File: config.mk
export PLATFORM = sky130hd
export DESIGN_NAME = video_switch_config_regs
export DESIGN_NICKNAME = d
export VERILOG_FILES = /design/src/video_switch_pkg.sv /design/src/video_switch_config_regs.sv
export SDC_FILE = /design/constraint.sdc
export NUM_CORES = 1
export LEC_CHECK = 0
export BUFFER_PORTS_ARGS = -buffer_cell sky130_fd_sc_hd__buf_2
export CAP_MARGIN = 20
export CORE_UTILIZATION = 58
export CTS_CLUSTER_SIZE = 20
export DETAILED_ROUTE_END_ITERATION = 7
export PLACE_DENSITY_LB_ADDON = 0.3
export SETUP_SLACK_MARGIN = 0.2
export SLEW_MARGIN = 20
export SYNTH_ARGS = -nofsm -noshare
export SYNTH_HDL_FRONTEND = slang
export SYNTH_SLANG_ARGS = --single-unit
File: constraint.sdc
create_clock -name clk -period 2.3 [get_ports clk]
set_input_delay 0.115 -clock clk [delete_from_list [all_inputs] [get_ports clk]]
set_output_delay 0.115 -clock clk [all_outputs]
set_load 0.05 [all_outputs]
File: src/video_switch_pkg.sv
package video_switch_pkg;

  // ----------------------------------------------------------------
  // Register map
  // ----------------------------------------------------------------
  localparam int          REG_COUNT    = 8;
  localparam logic [7:0]  ADDR_HS_MODE = 8'h00;
  localparam logic [7:0]  ADDR_AUX     = 8'h01;
  localparam logic [7:0]  ADDR_RX      = 8'h10;
  localparam logic [7:0]  ADDR_PULSE1  = 8'h11;
  localparam logic [7:0]  ADDR_PULSE2  = 8'h12;
  localparam logic [7:0]  ADDR_EQ_AB   = 8'h13;
  localparam logic [7:0]  ADDR_EQ_CD   = 8'h14;
  localparam logic [7:0]  ADDR_TX      = 8'h20;
  // Byte i of each packed word belongs to register index i.
  localparam logic [63:0] REG_ADDRS    = {ADDR_TX, ADDR_EQ_CD, ADDR_EQ_AB, ADDR_PULSE2,
                                          ADDR_PULSE1, ADDR_RX, ADDR_AUX, ADDR_HS_MODE};
  localparam logic [63:0] REG_RESET    = 64'h0300_0000_0001_4040;
  localparam logic [63:0] REG_MASK     = 64'h0FFF_FFFF_FF01_4343;

  localparam int IDX_HS    = 0;
  localparam int IDX_AUX   = 1;
  localparam int IDX_RX    = 2;
  localparam int IDX_PT1   = 3;
  localparam int IDX_PT2   = 4;
  localparam int IDX_EQ_AB = 5;
  localparam int IDX_EQ_CD = 6;
  localparam int IDX_TX    = 7;

  // ----------------------------------------------------------------
  // Field positions
  // ----------------------------------------------------------------
  localparam int ENABLE_BIT  = 6;
  localparam int SRC_LSB     = 0;
  localparam int TERM_IN_BIT = 0;
  localparam int EMPH_LSB    = 2;
  localparam int OTERM_BIT   = 1;
  localparam int CURR_BIT    = 0;

  // Boost bit: 0 is the 6 dB setting, 1 the 12 dB setting.
  localparam logic BOOST_LOW  = 1'b0;
  localparam logic BOOST_HIGH = 1'b1;
  // Emphasis codes: 0 dB, 2 dB, 4 dB, 6 dB.
  localparam logic [1:0] EMPH_NONE = 2'h0;
  localparam logic [1:0] EMPH_HIGH = 2'h3;
  // Drive current bit: 0 is 10 mA, 1 is 20 mA.
  localparam logic CURR_10MA = 1'b0;
  localparam logic CURR_20MA = 1'b1;

  // ----------------------------------------------------------------
  // Timing
  // ----------------------------------------------------------------
  localparam int UPDATE_DELAY_DEFAULT = 16;

  // ----------------------------------------------------------------
  // Carriers
  // ----------------------------------------------------------------
  typedef struct packed {
    logic       strapHighspeedEnable;
    logic [1:0] strapSourceSelect;
    logic       strapBoostSelect;
    logic [1:0] strapEmphasisLevel;
    logic       strapOutputTermEnable;
    logic       strapDriveCurrentSel;
  } strap_pins_t;

  // Per-input fields are ordered {D, C, B, A}, each nibble lane 3 down to 0.
  typedef struct packed {
    logic        hsEnable;
    logic [1:0]  hsSource;
    logic        auxEnable;
    logic [1:0]  commonSideLinesSource;
    logic        inputTermEnable;
    logic [15:0] termPulseOnSwitch;
    logic [15:0] laneBoostSelect;
    logic [1:0]  outputEmphasisLevel;
    logic        outputTermEnable;
    logic        outputDriveCurrentSel;
  } switch_cfg_t;

endpackage

File: src/video_switch_config_regs.sv
`timescale 1ns/100ps
// Functional notes
// RULE1: Boost bit clear selects 6 dB, set selects 12 dB.
// RULE2: Bits 0-3 B lanes 0-3, 4-7 A, 8-11 C lanes 3-0, 12-15 D.
// RULE3: Two-bit emphasis for all outputs: 0, 2, 4, 6 dB.
// RULE4: One output termination bit for all lanes; 1 connects terminations.
// RULE5: One drive current bit for all lanes; 0 is 10 mA, 1 20 mA.
// RULE6: Strap pins count only after reset and before any serial access.
// RULE7: Parallel register values follow the strap pins directly, no strobe.
// RULE8: Strap enable low puts fast lanes in standby, high switches on.
// RULE9: Strap source select routes input A to D to the outputs.
// RULE10: Parallel mode forces side switch on, same select routes side lines.
// RULE11: Parallel mode holds input termination enabled.
// RULE12: Parallel mode forces all sixteen termination pulse bits to zero.
// RULE13: One strap boost pin drives all sixteen boost bits.
// RULE14: Parallel transmitter byte: emphasis 3:2, termination 1, current 0.
// RULE15: Strap current pin low 10 mA, high 20 mA, all lanes.
// RULE16: First serial event switches to serial values until next reset.
// RULE17: Change applied when its update window ends; writes never restart it. A write with no window running is applied at once and opens the window.
// RULE18: Host reaches boost registers at 0x13, 0x14, transmitter at 0x20.
// RULE19: Outputs come from a mux of parallel or serial register sets.
module video_switch_config_regs #(
  parameter int UPDATE_DELAY = video_switch_pkg::UPDATE_DELAY_DEFAULT
) (
  input  wire logic                          clk,
  input  wire logic                          rst,
  input  wire logic                          serWrite,
  input  wire logic                          serRead,
  input  wire logic [7:0]                    serAddr,
  input  wire logic [7:0]                    serWData,
  output logic      [7:0]                    serRData,
  input  wire video_switch_pkg::strap_pins_t strapPins,
  output video_switch_pkg::switch_cfg_t      cfg,
  output logic                               serialMode
);
  import video_switch_pkg::*;

  localparam int CW = $clog2(UPDATE_DELAY + 1);

  if (UPDATE_DELAY < 1)
  begin : g_delayCheck
    $error("UPDATE_DELAY must be at least one cycle.");
  end

  // ----------------------------------------------------------------
  // Helpers
  // ----------------------------------------------------------------
  function automatic logic [3:0] regIndex(input logic [7:0] addr);
    logic [3:0] r;
    r = 4'h0;
    for (int i = 0; i < REG_COUNT; i++)
      if (REG_ADDRS[i*8 +: 8] == addr)
        r = {1'b1, 3'(i)};
    return r;
  endfunction

  // Reorders sixteen register bits into {D, C, B, A} lane order.
  function automatic logic [15:0] laneOrder(input logic [15:0] b);
    logic [15:0] o;
    o = 16'h0000;
    for (int k = 0; k < 4; k++)
    begin
      o[k]      = b[4 + k];   // RULE2
      o[4 + k]  = b[k];       // RULE2
      o[8 + k]  = b[11 - k];  // RULE2
      o[12 + k] = b[15 - k];  // RULE2
    end
    return o;
  endfunction

  function automatic switch_cfg_t decodeCfg(input logic [7:0] r [REG_COUNT]);
    switch_cfg_t c;
    c.hsEnable              = r[IDX_HS][ENABLE_BIT];
    c.hsSource              = r[IDX_HS][SRC_LSB +: 2];
    c.auxEnable             = r[IDX_AUX][ENABLE_BIT];
    c.commonSideLinesSource = r[IDX_AUX][SRC_LSB +: 2];
    c.inputTermEnable       = r[IDX_RX][TERM_IN_BIT];
    c.termPulseOnSwitch     = laneOrder({r[IDX_PT2], r[IDX_PT1]});
    c.laneBoostSelect       = laneOrder({r[IDX_EQ_CD], r[IDX_EQ_AB]});  // RULE1
    c.outputEmphasisLevel   = r[IDX_TX][EMPH_LSB +: 2];                 // RULE3
    c.outputTermEnable      = r[IDX_TX][OTERM_BIT];                     // RULE4
    c.outputDriveCurrentSel = r[IDX_TX][CURR_BIT];                      // RULE5
    return c;
  endfunction

  // ----------------------------------------------------------------
  // Strap pin synchroniser
  // ----------------------------------------------------------------
  strap_pins_t strapMeta_r;
  strap_pins_t strapSync_r;

  always_ff @(posedge clk)
  begin
    strapMeta_r <= strapPins;
    strapSync_r <= strapMeta_r;
  end

  // ----------------------------------------------------------------
  // Register state
  // ----------------------------------------------------------------
  logic [7:0]  serReg_r   [REG_COUNT];
  logic [7:0]  serReg_nxt [REG_COUNT];
  logic [7:0]  appReg_r   [REG_COUNT];
  logic [7:0]  appReg_nxt [REG_COUNT];
  logic [7:0]  parReg     [REG_COUNT];
  logic [CW-1:0] delayCnt_r   [REG_COUNT];
  logic [CW-1:0] delayCnt_nxt [REG_COUNT];
  logic        serialSeen_r;
  logic        serialSeen_nxt;
  logic [7:0]  rdata_r;
  logic [7:0]  rdata_nxt;
  switch_cfg_t cfg_r;
  switch_cfg_t cfg_nxt;
  logic [3:0]  hit;

  always_comb
  begin
    hit = regIndex(serAddr);  // RULE18
    // Parallel set is rebuilt from the synchronised pins every cycle.
    parReg[IDX_HS]    = {1'b0, strapSync_r.strapHighspeedEnable, 4'h0,
                         strapSync_r.strapSourceSelect};                  // RULE7 RULE8 RULE9
    parReg[IDX_AUX]   = {2'h1, 4'h0, strapSync_r.strapSourceSelect};      // RULE10
    parReg[IDX_RX]    = 8'h01;                                            // RULE11
    parReg[IDX_PT1]   = 8'h00;                                            // RULE12
    parReg[IDX_PT2]   = 8'h00;                                            // RULE12
    parReg[IDX_EQ_AB] = {8{strapSync_r.strapBoostSelect}};                // RULE13
    parReg[IDX_EQ_CD] = {8{strapSync_r.strapBoostSelect}};                // RULE13
    parReg[IDX_TX]    = {4'h0, strapSync_r.strapEmphasisLevel,
                         strapSync_r.strapOutputTermEnable,
                         strapSync_r.strapDriveCurrentSel};               // RULE14 RULE15

    serialSeen_nxt = serialSeen_r | serWrite | serRead;                   // RULE6 RULE16
    rdata_nxt      = rdata_r;
    if (serRead)
      rdata_nxt = hit[3] ? serReg_r[hit[2:0]] : 8'h00;

    for (int i = 0; i < REG_COUNT; i++)
    begin
      serReg_nxt[i]   = serReg_r[i];
      appReg_nxt[i]   = appReg_r[i];
      delayCnt_nxt[i] = delayCnt_r[i];
      if (serWrite && hit[3] && hit[2:0] == 3'(i))
        serReg_nxt[i] = serWData & REG_MASK[i*8 +: 8];
      if (delayCnt_r[i] != '0)
      begin
        // The window runs out on its own; a write inside it only replaces the value.
        delayCnt_nxt[i] = delayCnt_r[i] - CW'(1);                         // RULE17
        if (delayCnt_r[i] == CW'(1))
          appReg_nxt[i] = serReg_nxt[i];                                  // RULE17
      end
      else if (serWrite && hit[3] && hit[2:0] == 3'(i))
      begin
        appReg_nxt[i]   = serReg_nxt[i];
        delayCnt_nxt[i] = CW'(UPDATE_DELAY);                              // RULE17
      end
    end

    // Strap values stand until the first serial event, then the serial set.
    cfg_nxt = serialSeen_r ? decodeCfg(appReg_r) : decodeCfg(parReg);     // RULE19 RULE16
  end

  always_ff @(posedge clk)
  begin
    if (rst)
    begin
      serialSeen_r <= 1'b0;
      rdata_r      <= 8'h00;
      cfg_r        <= '0;
      for (int i = 0; i < REG_COUNT; i++)
      begin
        serReg_r[i]   <= REG_RESET[i*8 +: 8];
        appReg_r[i]   <= REG_RESET[i*8 +: 8];
        delayCnt_r[i] <= '0;
      end
    end
    else
    begin
      serialSeen_r <= serialSeen_nxt;
      rdata_r      <= rdata_nxt;
      cfg_r        <= cfg_nxt;
      for (int i = 0; i < REG_COUNT; i++)
      begin
        serReg_r[i]   <= serReg_nxt[i];
        appReg_r[i]   <= appReg_nxt[i];
        delayCnt_r[i] <= delayCnt_nxt[i];
      end
    end
  end

  assign serRData   = rdata_r;
  assign cfg        = cfg_r;
  assign serialMode = serialSeen_r;
endmodule

==> metrics.log <==
[metrics] area enclosed by the die boundary: 14100 um^2
[metrics] DR DRC count: 0
[metrics] CTS tree: done
[metrics] share of the synthesized area in the top cell type: 51.1%
[metrics] CTS HTree Levels: 1
[metrics] global route overflow: 0
[metrics] number of cells in the finished layout apart from fillers: 1093
[metrics] worst vdd ir: 0.00106 V
[metrics] top routing layer in use: met4
[metrics] hold violation total from the final report: 0
[metrics] count of antenna diodes in the layout: 0
[metrics] Netlist cell types: 61
[metrics] via count: 6263
[metrics] buffer depth of the longest clock path: 3
[metrics] post-synthesis sequential element count: 202
[metrics] power per cell area: 1110 nW/um^2
[metrics] most instantiated library cell after synthesis: sky130_fd_sc_hd__dfxtp_1
[metrics] kind of start point of the critical path: flop
[metrics] area growth from synthesis to final layout: 19.4%
[metrics] Final Routed Wirelength: 18.8 mm
[metrics] Die X: 119 um
[metrics] Post-Route M1 WL: 8.14 mm
[metrics] number of violations of the max-capacitance limit: 0
[metrics] post-layout net count: 949
[metrics] wire length on met2: 9.13 mm
[metrics] Net Sw Frac: 30.2%
[metrics] clock insertion delay at the later pin of the skew report: 0.48 ns
[metrics] placed insts: 1043
[metrics] leakage power: 3.92 nW
[metrics] cell at the root of the clock tree: sky130_fd_sc_hd__clkbuf_16
[metrics] Floorplan Core Area: 13300 um^2
[metrics] top-level port count: 80
[metrics] run status: complete, no violations
[metrics] kind of end point of the critical path: flop
[metrics] RSZ-0062 raised after global routing: false
[metrics] arrival time reported for the critical path endpoint: 2.44 ns
[metrics] routed len/inst: 17.2 um
[metrics] via count normalized by instance count: 5.73
[metrics] TNS Setup: 0 ns
[metrics] syn_nets: 850
[metrics] Post-synth top flop: sky130_fd_sc_hd__dfxtp_1
[metrics] register clock-pin slew on the reported worst setup and hold paths: 0.07 ns
[metrics] combinational fraction of design power: 24.8%
[metrics] met3 routed wirelength: 1.22 mm
[metrics] power share of the sequential group: 40.5%
[metrics] average cell area after synthesis: 9.83 um^2
[metrics] number of filler instances in the final layout: 974
[metrics] die outline height: 119 um
[metrics] startpoint-to-endpoint class of the critical path: flop to flop
[metrics] sequential area share after synthesis: 51.1%
[metrics] Yosys warnings: 0
[metrics] peak fanout along the critical path: 8
[metrics] number of enable flip-flop cells after synthesis: 0
[metrics] first-pass GRT wire length: 30.1 mm
[metrics] clock skew after layout: 0.00956 ns
[metrics] Detailed Route Iter0 Violations: 554
[metrics] slew at the pin with the worst max-slew slack: 0.916 ns
[metrics] switching power total: 0.00316 W
[metrics] share of final-layout standard cells stronger than drive strength 1: 20.5%
[metrics] detailed-router iteration count before antenna repair: 6
[metrics] min Tclk post-route: 2.04 ns
[metrics] worst hold path type: input pin to flop
[metrics] required time worst endpoint: 2.70 ns
[metrics] upper clock frequency limit: 0.491 GHz
[metrics] routability congestion estimate: 0.870
[metrics] cell count after synthesis: 805
[metrics] PnR Total Power: 0.0104 W
[metrics] Initial Util: 59.5%
[metrics] most frequent cells after synthesis: sky130_fd_sc_hd__dfxtp_1 (202), sky130_fd_sc_hd__nor2_1 (108), sky130_fd_sc_hd__nand2_1 (64)
[metrics] final clock period utilization by the worst path: 88.6%
[metrics] largest net degree at the start of global routing: 63
[metrics] number of clock buffers inserted by TritonCTS: 20
[metrics] antenna violations before repair: 0
[metrics] biggest area consumer among synthesized cells: sky130_fd_sc_hd__dfxtp_1
[metrics] GRT Total Usage: 26.4%
[metrics] count of pins over their slew limit: 0
[metrics] via count of the first global-routing pass: 6068
[metrics] largest cells by area after synthesis: sky130_fd_sc_hd__dfxtp_1 (51%), sky130_fd_sc_hd__mux2i_1 (7.6%), sky130_fd_sc_hd__nor2_1 (5.1%)
[metrics] clock tree sinks: 202
[metrics] Max-Slew Margin vs Limit: 38.7%
[metrics] total internal power: 0.00729 W
[metrics] placed wire-length estimate after detailed placement: 12.6 mm
[metrics] combined area of all synthesized cells: 7910 um^2
[metrics] antenna-violating nets left: 0
[metrics] final-report setup violation count: 0
[metrics] PortBufs: 79
[metrics] share of synthesized flip-flops with an asynchronous set or reset: 0%
[metrics] Post-Route Utilization: 71.1%
[metrics] Clock Power Share: 34.7%
[metrics] number of rows in the core area: 42
-- metal layers --
layer,up-vias,GRT usage [%]
li1,2992,-
met1,3005,34.9
met2,237,45.4
met3,29,3.76
met4,0,6.80
met5,-,0
-- cell usage in the layout (no fill, tap or decap), types with 3 or more instances in the layout --
| master | netlist | layout |
|---|---|---|
| sky130_fd_sc_hd__a211oi_1 | 21 | 17 |
| sky130_fd_sc_hd__a211oi_2 | 2 | 6 |
| sky130_fd_sc_hd__a21o_1 | 16 | 16 |
| sky130_fd_sc_hd__a21oi_1 | 40 | 40 |
| sky130_fd_sc_hd__a221o_1 | 3 | 3 |
| sky130_fd_sc_hd__a22o_1 | 4 | 4 |
| sky130_fd_sc_hd__a31oi_1 | 6 | 6 |
| sky130_fd_sc_hd__a32o_1 | 3 | 3 |
| sky130_fd_sc_hd__and2_1 | 17 | 17 |
| sky130_fd_sc_hd__and3_1 | 11 | 11 |
| sky130_fd_sc_hd__buf_12 | 1 | 3 |
| sky130_fd_sc_hd__buf_2 | 5 | 78 |
| sky130_fd_sc_hd__buf_4 | 5 | 25 |
| sky130_fd_sc_hd__bufinv_16 | 0 | 5 |
| sky130_fd_sc_hd__clkbuf_16 | 0 | 21 |
| sky130_fd_sc_hd__clkinv_2 | 0 | 4 |
| sky130_fd_sc_hd__dfxtp_1 | 202 | 201 |
| sky130_fd_sc_hd__dlygate4sd3_1 | 0 | 10 |
| sky130_fd_sc_hd__ha_1 | 17 | 16 |
| sky130_fd_sc_hd__inv_1 | 23 | 21 |
| sky130_fd_sc_hd__mux2_2 | 14 | 14 |
| sky130_fd_sc_hd__mux2i_1 | 60 | 60 |
| sky130_fd_sc_hd__nand2_1 | 64 | 64 |
| sky130_fd_sc_hd__nand2b_1 | 9 | 9 |
| sky130_fd_sc_hd__nand3_1 | 9 | 9 |
| sky130_fd_sc_hd__nand3b_1 | 5 | 5 |
| sky130_fd_sc_hd__nor2_1 | 108 | 108 |
| sky130_fd_sc_hd__nor2b_1 | 16 | 15 |
| sky130_fd_sc_hd__nor3_1 | 17 | 17 |
| sky130_fd_sc_hd__nor4_1 | 11 | 11 |
| sky130_fd_sc_hd__o2111ai_1 | 3 | 3 |
| sky130_fd_sc_hd__o211ai_1 | 3 | 3 |
| sky130_fd_sc_hd__o21ai_0 | 26 | 26 |
| sky130_fd_sc_hd__o22a_1 | 5 | 5 |
| sky130_fd_sc_hd__or3_1 | 4 | 4 |
| sky130_fd_sc_hd__xnor2_1 | 9 | 9 |
-- cell families (layout without fill, tap and decap cells) --
logic type      after synthesis  after routing  share of synthesized area, %
simple gates                296            296                          19.1
flops                       202            202                          51.1
compound gates              145            145                          12.8
mux                          74             74                          9.58
buf+inv                      62            174                          3.75
fa+ha+maj                    17             17                          2.69
xor+xnor                      9              9                         0.996
-- stage by stage --
step,setup slack [ns],instance area [um^2],hold WS (ns)
3_3_place_gp,0.162,8500,0.217
3_5_place_dp,0.0783,8500,0.219
4_1_cts,0.226,9410,0.0159
5_1_grt,0.200,9450,0.0254
2_1_floorplan,0.411,7910,0.143
6_report,0.262,9450,0.0188
-- worst max-delay path: stages, from the launching register on --
cell	delay [ns]
sky130_fd_sc_hd__dfxtp_1	0.33
sky130_fd_sc_hd__inv_2	0.07
sky130_fd_sc_hd__ha_2	0.18
sky130_fd_sc_hd__nor2b_4	0.14
sky130_fd_sc_hd__nand2b_1	0.09
sky130_fd_sc_hd__or4_4	0.53
sky130_fd_sc_hd__o21ai_4	0.08
sky130_fd_sc_hd__buf_12	0.15
sky130_fd_sc_hd__buf_4	0.12
sky130_fd_sc_hd__nor2_1	0.05
sky130_fd_sc_hd__a211oi_2	0.20
-- flip-flops by register name (all words and copies together), names as in the netlist --
signal	count
parReg	8
serRData	8
strapMeta_r	8
serialMode	1
cfg	43
delayCnt_r	40
serReg_r	51
appReg_r	43
-- worst paths after layout --
check                                              startpoint                        end  slack (ns)  cells after the start
worst max-delay path            delayCnt_r[1][6]$_SDFFE_PP0P_  appReg_r[17]$_SDFFE_PP0P_        0.26                     10
worst min-delay path                              serWData[4]  serReg_r[3][4]$_SDFF_PP0_        0.02                      3
worst max register to register  delayCnt_r[1][6]$_SDFFE_PP0P_  appReg_r[17]$_SDFFE_PP0P_        0.26                     10
worst min register to register         strapMeta_r[4]$_DFF_P_          parReg[8]$_DFF_P_        0.33                      0
-- cell type report --
| cell class | instances | area [um^2] | share of cell area (%) |
|---|---|---|---|
| Clock buffer | 23 | 553 | 5.85 |
| Clock inverter | 12 | 195 | 2.07 |
| Inverter | 23 | 86.3 | 0.914 |
| Multi-Input combinational cell | 541 | 3610 | 38.2 |
| Sequential cell | 202 | 4050 | 42.8 |
| Tap cell | 176 | 220 | 2.33 |
| Timing Repair Buffer | 116 | 738 | 7.81 |
-- power groups by stage --
stage,sequential (W),clock (W),combinational [W]
floorplan,0.00439,0,0.00173
global placement,0.00426,0,0.00221
detailed placement,0.00429,0,0.00239
CTS,0.00422,0.00367,0.00251
global route,0.00428,0.00382,0.00286
finish,0.00423,0.00363,0.00259
-- timing repair --
item / CTS / global route
endpoints found under the setup margin: 8 / 8
endpoints found under the hold margin: 12 / 0
resized for setup: 1 / 10
gates cloned: 0 / 0
hold buffers: 10 / 0
pin swaps: 1 / 1
setup buffers: 4 / 1
No activity file was read; power rests on OpenSTA's default activity.
